===== config.mk =====
export PLATFORM = sky130hd
export DESIGN_NAME = mss_sequencer
export DESIGN_NICKNAME = d
export VERILOG_FILES = /design/src/rtl/mss_pkg.sv /design/src/rtl/mss_sequencer.sv /design/src/rtl/mss_step_filter.sv
export SDC_FILE = /design/constraint.sdc
export NUM_CORES = 2
export LEC_CHECK = 0
export BUFFER_PORTS_ARGS = -buffer_cell sky130_fd_sc_hd__buf_2
export CAP_MARGIN = 40
export CORE_UTILIZATION = 43
export CTS_CLUSTER_SIZE = 28
export DETAILED_ROUTE_END_ITERATION = 8
export PLACE_DENSITY = 0.59
export SYNTH_ARGS = -nofsm -noshare
export SYNTH_HDL_FRONTEND = slang
export SYNTH_SLANG_ARGS = --single-unit

===== constraint.sdc =====
create_clock -name clk_i -period 5.2 [get_ports clk_i]
set_input_delay 1.04 -clock clk_i [delete_from_list [all_inputs] [get_ports clk_i]]
set_output_delay 1.04 -clock clk_i [all_outputs]
set_load 0.005 [all_outputs]

===== src/rtl/mss_pkg.sv =====
// shared constants, types and parameter map of the motion step sequencer
package mss_pkg;
    // parameter slots: slot k is parameter number 700+k, byte address 4*k
    localparam int NUM_GROUPS = 8;
    localparam int SLOTS_PER_GROUP = 8;
    localparam int NUM_SLOTS = 72;
    localparam logic [2:0] SL_TYPE = 3'h0;
    localparam logic [2:0] SL_POS_LO = 3'h1;
    localparam logic [2:0] SL_POS_HI = 3'h2;
    localparam logic [2:0] SL_SPEED = 3'h3;
    localparam logic [2:0] SL_MODE = 3'h4;
    localparam logic [2:0] SL_COND1 = 3'h5;
    localparam logic [2:0] SL_COND2 = 3'h6;
    localparam logic [2:0] SL_NEXT = 3'h7;
    localparam int SL_START_MODE = 64;
    localparam int SL_ACCEL = 65;
    localparam int SL_DECEL = 66;
    localparam int SL_FILT = 67;
    localparam int SL_GNUM_LO = 68;
    localparam int SL_GNUM_HI = 69;
    localparam int SL_GDEN_LO = 70;
    localparam int SL_GDEN_HI = 71;
    // reset values of the global slots and of the control word
    localparam logic [15:0] RST_ACCEL = 16'h2710;
    localparam logic [15:0] RST_DECEL = 16'h2710;
    localparam logic [15:0] RST_FILT = 16'h0001;
    localparam logic [15:0] RST_GEAR_LO = 16'h0001;
    localparam logic [15:0] RST_CTRL = 16'h0000;
    // bus map beyond the slots
    localparam int ADR_W = 12;
    localparam logic [11:0] ADDR_CTRL = 12'h140;
    localparam logic [11:0] ADDR_STAT = 12'h144;
    // fields of the mode word, one hex digit each
    localparam int MF_C1_LSB = 0;
    localparam int MF_C2_LSB = 4;
    localparam int MF_COMB_LSB = 8;
    localparam int MF_TRANS_LSB = 12;
    // condition types and value codes
    localparam logic [3:0] CT_NONE = 4'h0;
    localparam logic [3:0] CT_DELAY = 4'h1;
    localparam logic [3:0] CT_EDGE = 4'h2;
    localparam logic [3:0] CT_LEVEL = 4'h3;
    localparam logic [15:0] EV_RISE = 16'h0000;
    localparam logic [15:0] EV_FALL = 16'h0001;
    localparam logic [15:0] EV_BOTH = 16'h0002;
    localparam logic [15:0] LV_HIGH = 16'h0003;
    localparam logic [15:0] LV_LOW = 16'h0004;
    localparam logic [3:0] CB_ONE = 4'h0;
    localparam logic [3:0] CB_AND = 4'h1;
    localparam logic [3:0] CB_OR = 4'h2;
    localparam logic [3:0] TM_ABORT = 4'h0;
    localparam logic [3:0] TM_STANDARD = 4'h1;
    localparam logic [3:0] TM_BUFFERED = 4'h2;
    localparam logic [3:0] TM_BLEND = 4'h3;
    localparam logic [15:0] GT_INVALID = 16'h0000;
    localparam logic [15:0] GT_REL = 16'h0002;
    // timing
    localparam int CLK_HZ = 100000000;
    localparam int TIMEBASE_MS = 1;
    localparam int CYC_PER_MS = CLK_HZ / 1000 * TIMEBASE_MS;
    localparam int FILT_UNIT_US = 100;
    localparam int CYC_PER_FILT = CLK_HZ / 1000000 * FILT_UNIT_US;
    localparam logic [15:0] FILT_MAX = 16'h03e8;
    localparam logic [15:0] DELAY_MAX = 16'hffff;

    typedef enum logic [3:0] {
        ST_IDLE = 4'h1,
        ST_LOAD = 4'h2,
        ST_RUN = 4'h4,
        ST_HALT = 4'h8
    } mss_state_t;

    typedef struct packed {
        logic [2:0] grp;
        logic rel;
        logic [31:0] pos;
        logic [15:0] speed;
    } mss_cmd_t;

    function automatic logic [15:0] mss_slot_reset(input int idx);
        case (idx)
            SL_ACCEL: return RST_ACCEL;
            SL_DECEL: return RST_DECEL;
            SL_FILT: return RST_FILT;
            SL_GNUM_LO: return RST_GEAR_LO;
            SL_GDEN_LO: return RST_GEAR_LO;
            default: return 16'h0000;
        endcase
    endfunction
endpackage


===== src/rtl/mss_sequencer.sv =====
// motion step sequencer: parameter table, wishbone slave and step chain control
`timescale 1ns/1ps
module mss_sequencer #(
    parameter int CYC_PER_MS = mss_pkg::CYC_PER_MS,
    parameter int CYC_PER_FILT = mss_pkg::CYC_PER_FILT
) (
    input wire logic clk_i,
    input wire logic rst_i,
    input wire logic wb_cyc_i,
    input wire logic wb_stb_i,
    input wire logic wb_we_i,
    input wire logic [mss_pkg::ADR_W-1:0] wb_adr_i,
    input wire logic [3:0] wb_sel_i,
    input wire logic [31:0] wb_dat_i,
    output logic [31:0] wb_dat_o,
    output logic wb_ack_o,
    input wire logic run_permit_i,
    input wire logic step_i,
    input wire logic in_place_i,
    input wire logic target_reached_i,
    output logic motion_enable_o,
    output mss_pkg::mss_cmd_t cmd_o,
    output logic motion_start_o,
    output logic stop_o,
    output logic blend_o,
    output logic invalid_o
);
    logic [15:0] par_q [0:mss_pkg::NUM_SLOTS-1];
    logic [15:0] ctrl_q;
    mss_pkg::mss_state_t state_q;
    logic [2:0] grp_q;
    logic en_q;
    logic [31:0] ms_cnt_q;
    logic ms_tick;
    logic step_f;
    logic step_prev_q;
    logic step_rise;
    logic step_fall;
    logic [1:0] cond_ok;
    logic step_ok;
    logic [15:0] g_type;
    logic [15:0] g_mode;
    logic [15:0] g_next;
    logic [3:0] comb;
    logic [3:0] trans;
    logic advance;
    logic req;
    logic [9:0] widx;

    // bus request that has not been answered yet
    assign req = wb_cyc_i && wb_stb_i && !wb_ack_o;
    assign widx = wb_adr_i[mss_pkg::ADR_W-1:2];

    // fields of the running group
    assign g_type = par_q[{grp_q, mss_pkg::SL_TYPE}];
    assign g_mode = par_q[{grp_q, mss_pkg::SL_MODE}];
    assign g_next = par_q[{grp_q, mss_pkg::SL_NEXT}];
    assign comb = g_mode[mss_pkg::MF_COMB_LSB +: 4];
    assign trans = g_mode[mss_pkg::MF_TRANS_LSB +: 4];

    // ack one cycle after the request, dropped in the following cycle
    always_ff @(posedge clk_i) begin
        if (rst_i) begin
            wb_ack_o <= 1'b0;
        end else begin
            wb_ack_o <= req;
        end
    end

    // parameter table writes, low two byte lanes only
    always_ff @(posedge clk_i) begin
        if (rst_i) begin
            for (int i = 0; i < mss_pkg::NUM_SLOTS; i++) begin
                par_q[i] <= mss_pkg::mss_slot_reset(i);
            end
        end else if (req && wb_we_i && widx < 10'(mss_pkg::NUM_SLOTS)) begin
            if (wb_sel_i[0]) begin
                par_q[widx[6:0]][7:0] <= wb_dat_i[7:0];
            end
            if (wb_sel_i[1]) begin
                par_q[widx[6:0]][15:8] <= wb_dat_i[15:8];
            end
        end
    end

    // control word: start group in the low bits
    always_ff @(posedge clk_i) begin
        if (rst_i) begin
            ctrl_q <= mss_pkg::RST_CTRL;
        end else if (req && wb_we_i && wb_adr_i == mss_pkg::ADDR_CTRL) begin
            if (wb_sel_i[0]) begin
                ctrl_q[7:0] <= wb_dat_i[7:0];
            end
            if (wb_sel_i[1]) begin
                ctrl_q[15:8] <= wb_dat_i[15:8];
            end
        end
    end

    // read mux; unmapped addresses read as zero
    always_ff @(posedge clk_i) begin
        if (rst_i) begin
            wb_dat_o <= 32'h0;
        end else if (req && !wb_we_i) begin
            if (widx < 10'(mss_pkg::NUM_SLOTS)) begin
                wb_dat_o <= {16'h0, par_q[widx[6:0]]};
            end else if (wb_adr_i == mss_pkg::ADDR_CTRL) begin
                wb_dat_o <= {16'h0, ctrl_q};
            end else if (wb_adr_i == mss_pkg::ADDR_STAT) begin
                wb_dat_o <= {23'h0, state_q, grp_q, invalid_o, en_q};
            end else begin
                wb_dat_o <= 32'h0;
            end
        end
    end

    // millisecond timebase, free running
    assign ms_tick = (ms_cnt_q == 32'(CYC_PER_MS - 1));
    always_ff @(posedge clk_i) begin
        if (rst_i || ms_tick) begin
            ms_cnt_q <= 32'h0;
        end else begin
            ms_cnt_q <= ms_cnt_q + 32'h1;
        end
    end

    mss_step_filter #(
        .CYC_PER_UNIT(CYC_PER_FILT)
    ) u_filter (
        .clk_i(clk_i),
        .rst_i(rst_i),
        .raw_i(step_i),
        .time_i(par_q[mss_pkg::SL_FILT]),
        .filt_o(step_f)
    );

    // edge detection on the qualified step input
    always_ff @(posedge clk_i) begin
        if (rst_i) begin
            step_prev_q <= 1'b0;
        end else begin
            step_prev_q <= step_f;
        end
    end
    assign step_rise = step_f && !step_prev_q;
    assign step_fall = !step_f && step_prev_q;

    // each step condition gets its own copy of the same evaluator
    for (genvar ci = 0; ci < 2; ci++) begin : g_cond
        logic [15:0] dly_q;
        logic rise_q;
        logic fall_q;
        logic [3:0] ctype;
        logic [15:0] cval;
        logic ok;

        assign ctype = g_mode[(ci == 0 ? mss_pkg::MF_C1_LSB : mss_pkg::MF_C2_LSB) +: 4];
        assign cval = par_q[{grp_q, (ci == 0) ? mss_pkg::SL_COND1 : mss_pkg::SL_COND2}];

        // delay count only advances while the group runs and motion is permitted
        always_ff @(posedge clk_i) begin
            if (rst_i || state_q == mss_pkg::ST_LOAD) begin
                dly_q <= 16'h0;
            end else if (state_q == mss_pkg::ST_RUN && en_q && ms_tick && dly_q != mss_pkg::DELAY_MAX) begin
                dly_q <= dly_q + 16'h1;
            end
        end

        // edges are remembered so a short pulse while waiting is not lost
        always_ff @(posedge clk_i) begin
            if (rst_i || state_q == mss_pkg::ST_LOAD) begin
                rise_q <= 1'b0;
                fall_q <= 1'b0;
            end else if (state_q == mss_pkg::ST_RUN) begin
                rise_q <= rise_q || step_rise;
                fall_q <= fall_q || step_fall;
            end
        end

        // condition value decoded by its type
        always_comb begin
            ok = 1'b0;
            case (ctype)
                mss_pkg::CT_NONE: ok = 1'b1;
                mss_pkg::CT_DELAY: ok = (dly_q >= cval);
                mss_pkg::CT_EDGE: begin
                    if (cval == mss_pkg::EV_RISE) begin
                        ok = rise_q;
                    end else if (cval == mss_pkg::EV_FALL) begin
                        ok = fall_q;
                    end else if (cval == mss_pkg::EV_BOTH) begin
                        ok = rise_q || fall_q;
                    end
                end
                mss_pkg::CT_LEVEL: begin
                    if (cval == mss_pkg::LV_HIGH) begin
                        ok = step_f;
                    end else if (cval == mss_pkg::LV_LOW) begin
                        ok = !step_f;
                    end
                end
                default: ok = 1'b0;
            endcase
        end
        assign cond_ok[ci] = ok;
    end

    // combination of the two conditions; unknown settings never satisfy the step condition
    always_comb begin
        case (comb)
            mss_pkg::CB_ONE: step_ok = cond_ok[0];
            mss_pkg::CB_AND: step_ok = cond_ok[0] && cond_ok[1];
            mss_pkg::CB_OR: step_ok = cond_ok[0] || cond_ok[1];
            default: step_ok = 1'b0;
        endcase
    end

    // transition decision; core status still belongs to the old command while the start pulse stands
    always_comb begin
        case (trans)
            mss_pkg::TM_ABORT: advance = 1'b1;
            mss_pkg::TM_STANDARD: advance = in_place_i && step_ok && !motion_start_o;
            mss_pkg::TM_BUFFERED: advance = target_reached_i && step_ok && !motion_start_o;
            mss_pkg::TM_BLEND: advance = target_reached_i && !motion_start_o;
            default: advance = 1'b0;
        endcase
    end

    // run permit sampled once; load and run freeze while it is low, halt returns to idle
    always_ff @(posedge clk_i) begin
        if (rst_i) begin
            en_q <= 1'b0;
        end else begin
            en_q <= run_permit_i;
        end
    end
    assign motion_enable_o = en_q;

    // sequencing state machine
    always_ff @(posedge clk_i) begin
        if (rst_i) begin
            state_q <= mss_pkg::ST_IDLE;
            grp_q <= 3'h0;
        end else begin
            case (state_q)
                mss_pkg::ST_IDLE: begin
                    // start only on the permit going high
                    if (run_permit_i && !en_q) begin
                        state_q <= mss_pkg::ST_LOAD;
                        grp_q <= ctrl_q[2:0];
                    end
                end
                mss_pkg::ST_LOAD: begin
                    if (en_q) begin
                        state_q <= (g_type == mss_pkg::GT_INVALID) ? mss_pkg::ST_HALT : mss_pkg::ST_RUN;
                    end
                end
                mss_pkg::ST_RUN: begin
                    if (en_q && advance) begin
                        state_q <= mss_pkg::ST_LOAD;
                        grp_q <= g_next[2:0];
                    end
                end
                mss_pkg::ST_HALT: begin
                    if (!en_q) begin
                        state_q <= mss_pkg::ST_IDLE;
                    end
                end
                default: state_q <= mss_pkg::ST_IDLE;
            endcase
        end
    end

    // command latch and one-cycle strobes toward the motion core
    always_ff @(posedge clk_i) begin
        if (rst_i) begin
            cmd_o <= '0;
            motion_start_o <= 1'b0;
            stop_o <= 1'b0;
            blend_o <= 1'b0;
        end else begin
            motion_start_o <= 1'b0;
            stop_o <= 1'b0;
            blend_o <= 1'b0;
            if (state_q == mss_pkg::ST_LOAD && en_q && g_type != mss_pkg::GT_INVALID) begin
                cmd_o.grp <= grp_q;
                cmd_o.rel <= (g_type == mss_pkg::GT_REL);
                cmd_o.pos <= {par_q[{grp_q, mss_pkg::SL_POS_HI}], par_q[{grp_q, mss_pkg::SL_POS_LO}]};
                cmd_o.speed <= par_q[{grp_q, mss_pkg::SL_SPEED}];
                motion_start_o <= 1'b1;
            end
            if (state_q == mss_pkg::ST_RUN && en_q && advance) begin
                stop_o <= (trans == mss_pkg::TM_ABORT);
                blend_o <= (trans == mss_pkg::TM_BLEND);
            end
        end
    end

    // invalid group flag, kept until the next start
    always_ff @(posedge clk_i) begin
        if (rst_i) begin
            invalid_o <= 1'b0;
        end else if (state_q == mss_pkg::ST_LOAD && en_q) begin
            invalid_o <= (g_type == mss_pkg::GT_INVALID);
        end
    end

    property p_ack_drop;
        @(posedge clk_i) disable iff (rst_i) wb_ack_o |=> !wb_ack_o;
    endproperty
    a_ack_drop: assert property (p_ack_drop) else $error("ack held two cycles");

    property p_invalid_halt;
        @(posedge clk_i) disable iff (rst_i)
            (state_q == mss_pkg::ST_LOAD && en_q && g_type == mss_pkg::GT_INVALID)
            |=> (state_q == mss_pkg::ST_HALT && invalid_o && !motion_start_o);
    endproperty
    a_invalid_halt: assert property (p_invalid_halt) else $error("invalid group not halted");

    property p_abort;
        @(posedge clk_i) disable iff (rst_i)
            (state_q == mss_pkg::ST_RUN && en_q && trans == mss_pkg::TM_ABORT)
            |=> (stop_o && state_q == mss_pkg::ST_LOAD) ##1 (!stop_o);
    endproperty
    a_abort: assert property (p_abort) else $error("abort did not stop and reload");

    property p_standard_wait;
        @(posedge clk_i) disable iff (rst_i)
            (state_q == mss_pkg::ST_RUN && trans == mss_pkg::TM_STANDARD && (!in_place_i || !step_ok))
            |=> state_q == mss_pkg::ST_RUN;
    endproperty
    a_standard_wait: assert property (p_standard_wait) else $error("standard stepped too early");

    property p_buffered_wait;
        @(posedge clk_i) disable iff (rst_i)
            (state_q == mss_pkg::ST_RUN && trans == mss_pkg::TM_BUFFERED && (!target_reached_i || !step_ok))
            |=> state_q == mss_pkg::ST_RUN;
    endproperty
    a_buffered_wait: assert property (p_buffered_wait) else $error("buffered stepped too early");

    property p_blend;
        @(posedge clk_i) disable iff (rst_i)
            (state_q == mss_pkg::ST_RUN && en_q && run_permit_i && trans == mss_pkg::TM_BLEND && target_reached_i
                && !motion_start_o)
            |=> (blend_o && !stop_o && state_q == mss_pkg::ST_LOAD) ##1 (motion_start_o ^ invalid_o);
    endproperty
    a_blend: assert property (p_blend) else $error("blend did not hand over");

    property p_successor;
        @(posedge clk_i) disable iff (rst_i)
            ($past(state_q) == mss_pkg::ST_RUN && state_q == mss_pkg::ST_LOAD) |-> grp_q == $past(g_next[2:0]);
    endproperty
    a_successor: assert property (p_successor) else $error("wrong successor group");

    property p_suspend;
        @(posedge clk_i) disable iff (rst_i)
            (!run_permit_i && state_q != mss_pkg::ST_IDLE) |=> (!motion_enable_o ##1 !motion_start_o);
    endproperty
    a_suspend: assert property (p_suspend) else $error("motion not suspended");

    property p_and_comb;
        @(posedge clk_i) disable iff (rst_i)
            (comb == mss_pkg::CB_AND && !cond_ok[1]) |-> !step_ok;
    endproperty
    a_and_comb: assert property (p_and_comb) else $error("and combination ignored condition 2");

    property p_delay_hold;
        @(posedge clk_i) disable iff (rst_i)
            (state_q == mss_pkg::ST_RUN && g_mode[mss_pkg::MF_C1_LSB +: 4] == mss_pkg::CT_DELAY && cond_ok[0])
            |-> g_cond[0].dly_q >= par_q[{grp_q, mss_pkg::SL_COND1}];
    endproperty
    a_delay_hold: assert property (p_delay_hold) else $error("delay condition held early");

    c_abort: cover property (@(posedge clk_i) disable iff (rst_i) stop_o);
    c_blend: cover property (@(posedge clk_i) disable iff (rst_i) blend_o);
    c_invalid: cover property (@(posedge clk_i) disable iff (rst_i) invalid_o);
    c_chain: cover property (@(posedge clk_i) disable iff (rst_i) motion_start_o ##[1:20] motion_start_o);
endmodule


===== src/rtl/mss_step_filter.sv =====
// digital filter that qualifies the step input level
`timescale 1ns/1ps
module mss_step_filter #(
    parameter int CYC_PER_UNIT = mss_pkg::CYC_PER_FILT
) (
    input wire logic clk_i,
    input wire logic rst_i,
    input wire logic raw_i,
    input wire logic [15:0] time_i,
    output logic filt_o
);
    logic [31:0] sub_q;
    logic [15:0] units_q;
    logic [15:0] lim;

    // time above the range is clamped to the top of the range
    assign lim = (time_i > mss_pkg::FILT_MAX) ? mss_pkg::FILT_MAX : time_i;

    // restart the qualification window whenever input equals output
    always_ff @(posedge clk_i) begin
        if (rst_i || raw_i == filt_o) begin
            sub_q <= 32'h0;
            units_q <= 16'h0;
        end else if (sub_q == 32'(CYC_PER_UNIT - 1)) begin
            sub_q <= 32'h0;
            units_q <= units_q + 16'h1;
        end else begin
            sub_q <= sub_q + 32'h1;
        end
    end

    // accept the new level once it stood for the programmed time
    always_ff @(posedge clk_i) begin
        if (rst_i) begin
            filt_o <= 1'b0;
        end else if (raw_i != filt_o && units_q >= lim) begin
            filt_o <= raw_i;
        end
    end
endmodule


==> run metrics <==
Area Overhead vs Synth 13.7%; mux contribution to synthesized area 0.185; placed cell area about 90000 µm²; Rel. slew slack 0.359; drt first pass iters 6; Pint between 20 and 25 mW; hold path depth 2; fraction of registers with async set/reset 0; Avg Cell Area, Syn approximately 14 µm²; # H-tree levels 4; clk slew on worst S/H paths ~0.060 ns; VDD IR max between 0.0003 and 0.0004 V; footprint of the multi-input gates approximately 34000 µm²; hold crit path type flop to flop; initial antenna violation count 9; Lkg Pwr 34.5 nW; busiest grt layer met2; total negative slack 0 ns; Yosys warnings 0; GPL Wtd Cong a little under 1; Synth Flop Type edfxtp_1; pwr dens between 300 and 400 nW/µm²; initial DRC count ~6400; Synth Area in Compound Gates 0.0316; GR Util met3 0.0539; vias post-DR roughly 53000; xor/xnor share of the synthesized area 0.0102; Synth area leader edfxtp_1; Slew Viols, Final 0; post-synthesis adder-cell area fraction 0.00783; DR DRC count 0; total global-route track usage 0.270; Top Ports 147; Non-Filler Instances 9079; Worst-Skew Late Latency between 0.8 and 0.9 ns; Seq pwr share 0.507; sequential area share after synthesis 0.596; Fill cells roughly 17000; Register Area slightly above 50000 µm²; #FFs+latches synth between 1500 and 2000; Worst setup EP type flop; RSZ-0062 raised after global routing false; initial core utilization 0.434; Die H roughly 450 µm; Netlist cell types 76; clock share of power 0.422; slew of the pin with the lowest slew margin 0.958 ns; Mapped Cells 5845; top area cells in the synthesized netlist edfxtp_1 (54%), mux4_2 (15%), and2_1 (8.4%), dfxtp_1 (5.2%), mux2i_1 (3.4%); number of nets in the layout roughly 6400; die area roughly 200000 µm²; crit path launch type flop; CP max FO 38; Switching Fraction 0.235; Worst Reg-to-Reg Cells 13; TritonCTS clock tree built; fmax 224 MHz; layout cells sized above 1 0.201; total grt overflow 0; DR WL/cell about 30 µm; Post-Synth Simple-Gate Area 0.146; count leader, synth edfxtp_1; run status finished clean; DP Wirelength 197000 µm; M2 GR Usage 0.416; Die Wd roughly 450 µm; cts hold-fix bufs 0; max_cap viols 0; met1 usage 0.368; Cell Rows around 160; vias per cell 5.85; kind of critical path flop to flop; P_sw about 7.6 mW; DRT antenna net count 0; Post-Syn Area between 80000 and 90000 µm²; first-pass GRT wire length 379000 µm; vias in the first global route 51124; WP data arrival roughly 5.2 ns; setup bufs post-CTS 0; Comb pwr share 0.071; number of I/O port buffers 112; Req. time, crit path 5.97 ns; placed cells about 8700; period utilization 0.858; most frequent cells after synthesis edfxtp_1 (1536), and2_1 (1142), mux4_2 (562); post-synth top area share 0.545; CTS resizes 0; largest net degree at the start of global routing 67; skew final roughly 0.038 ns; fin crit period 4.46 ns; overall routed net length approximately 270000 µm; Post-synth EDFFs approximately 1500; final instance area between 90000 and 100000 µm²; Root Driver clkbuf_16; CTS sink count 1754; Setup violations, final 0; Max Buffers Root-to-Sink 3; largest family of logic cells by synthesized area multiplexers; Final Hold Viols 0; TritonCTS Buffers roughly 190; CORE AREA just under 200000 µm²; hold slack roughly 0.45 ns
==> area by class of cell <==
cell class / count / share of cell area
clock buffers: 275 / 0.0566
clock inverters: 82 / 0.00825
well taps: 2624 / 0.0341
repair buffers: 274 / 0.0244
flip-flops and latches: 1754 / 0.524
diodes: 7 / 0.000182
inverters: 24 / 0.000935
multi-input cells: 4039 / 0.351
==> per-stage QoR <==
step                      utilization  power [mW]  worst slack [ns]
after floorplan                     -        17.8             0.749
after global placement          0.460        18.8             0.691
after detailed placement        0.461        18.9             0.645
after CTS                       0.493        32.4             0.744
after global routing            0.493        33.1             0.418
final                           0.493        32.2             0.739
==> flip-flops by register name (all words and copies together) (netlist names), 2 cells and up, named ones only <==
register and flops:
u_filter.units_q 16, par_q 1536, u_filter.sub_q 32, g_cond.rise_q 2, g_cond.fall_q 2, grp_q 3, state_q 4, cmd_o 52
g_cond.dly_q 32, wb_dat_o 16, ctrl_q 16, ms_cnt_q 32
==> cells in the final DEF, fill, tap and decap left out, types with 10 or more instances in the layout <==
| master | Yosys | routed |
|---|---|---|
| buf_12 | 0 | 33 |
| or2_2 | 149 | 149 |
| ha_1 | 53 | 53 |
| xor2_1 | 69 | 69 |
| nand4_1 | 29 | 29 |
| edfxtp_1 | 1536 | 1536 |
| clkbuf_16 | 0 | 196 |
| a21o_1 | 14 | 14 |
| clkinv_2 | 0 | 30 |
| dfxtp_1 | 218 | 213 |
| nand3_1 | 77 | 76 |
| clkbuf_1 | 282 | 52 |
| xnor2_1 | 30 | 30 |
| nor2b_1 | 21 | 21 |
| and2_1 | 1142 | 1142 |
| a311oi_1 | 19 | 19 |
| clkbuf_8 | 0 | 24 |
| clkinv_1 | 0 | 25 |
| buf_4 | 29 | 129 |
| mux2i_1 | 285 | 285 |
| inv_1 | 23 | 23 |
| o22ai_1 | 101 | 101 |
| mux4_2 | 562 | 562 |
| nor4_1 | 50 | 49 |
| a211oi_1 | 63 | 63 |
| buf_2 | 62 | 102 |
| nor2_1 | 430 | 429 |
| bufinv_16 | 0 | 11 |
| a21oi_1 | 72 | 72 |
| a221oi_1 | 10 | 10 |
| or3_1 | 24 | 23 |
| and3_1 | 22 | 22 |
| nand2b_1 | 20 | 18 |
| nor3_1 | 77 | 77 |
| a211o_1 | 18 | 18 |
| o21ai_0 | 47 | 47 |
| nand2_1 | 149 | 146 |
| conb_1 | 2 | 406 |
==> final timing paths <==
kind | start | endpoint | slack, ns
max | flop | flop | 0.74
min | ctrl_q[10]$_SDFFE_PP0P_ | ctrl_q[10]$_SDFFE_PP0P_ | 0.45
max reg2reg | flop | flop | 0.74
min reg2reg | ctrl_q[10]$_SDFFE_PP0P_ | ctrl_q[10]$_SDFFE_PP0P_ | 0.45
==> critical path, stage by stage, from the launching register on <==
cell       delay [ns]
dfxtp_4          0.81
buf_4            0.41
mux4_2           0.54
mux2i_1          0.20
ha_1             0.27
and4_1           0.19
nor2b_1          0.14
a311oi_1         0.31
o211ai_1         0.15
o21ai_0          0.36
a31o_2           0.28
a2111oi_4        0.12
or3b_1           0.44
a21oi_1          0.13
==> layer usage <==
| metal | up-vias | wire (µm) | part of all wire |
|---|---|---|---|
| li1 | 22654 | - | - |
| met1 | 27362 | 108000 | 0.40 |
| met2 | 2622 | 123000 | 0.46 |
| met3 | 464 | 24600 | 0.091 |
| met4 | 2 | 14400 | 0.054 |
| met5 | - | 13 | 0.000048 |
==> kinds of logic (layout without fill, tap and decap cells) <==
kind of cell / Yosys count / count (layout)
other: 2 / 413
buffers and inverters: 456 / 655
AO/OA/AOI/OAI: 398 / 398
XOR/XNOR: 99 / 99
adder cells (fa/ha/maj): 53 / 53
flip-flops: 1754 / 1754
multiplexers: 855 / 855
AND/OR/NAND/NOR: 2228 / 2228
==> power by group through the flow <==
stage	clock network (mW)	registers, mW	logic, mW
floorplan	0	16.3	1.42
global placement	0	16.6	2.21
detailed placement	0	16.6	2.25
CTS	13.8	16.3	2.26
global route	14.3	16.4	2.40
finish	13.6	16.3	2.29
Note: power is estimated with default switching activity, not from simulation.
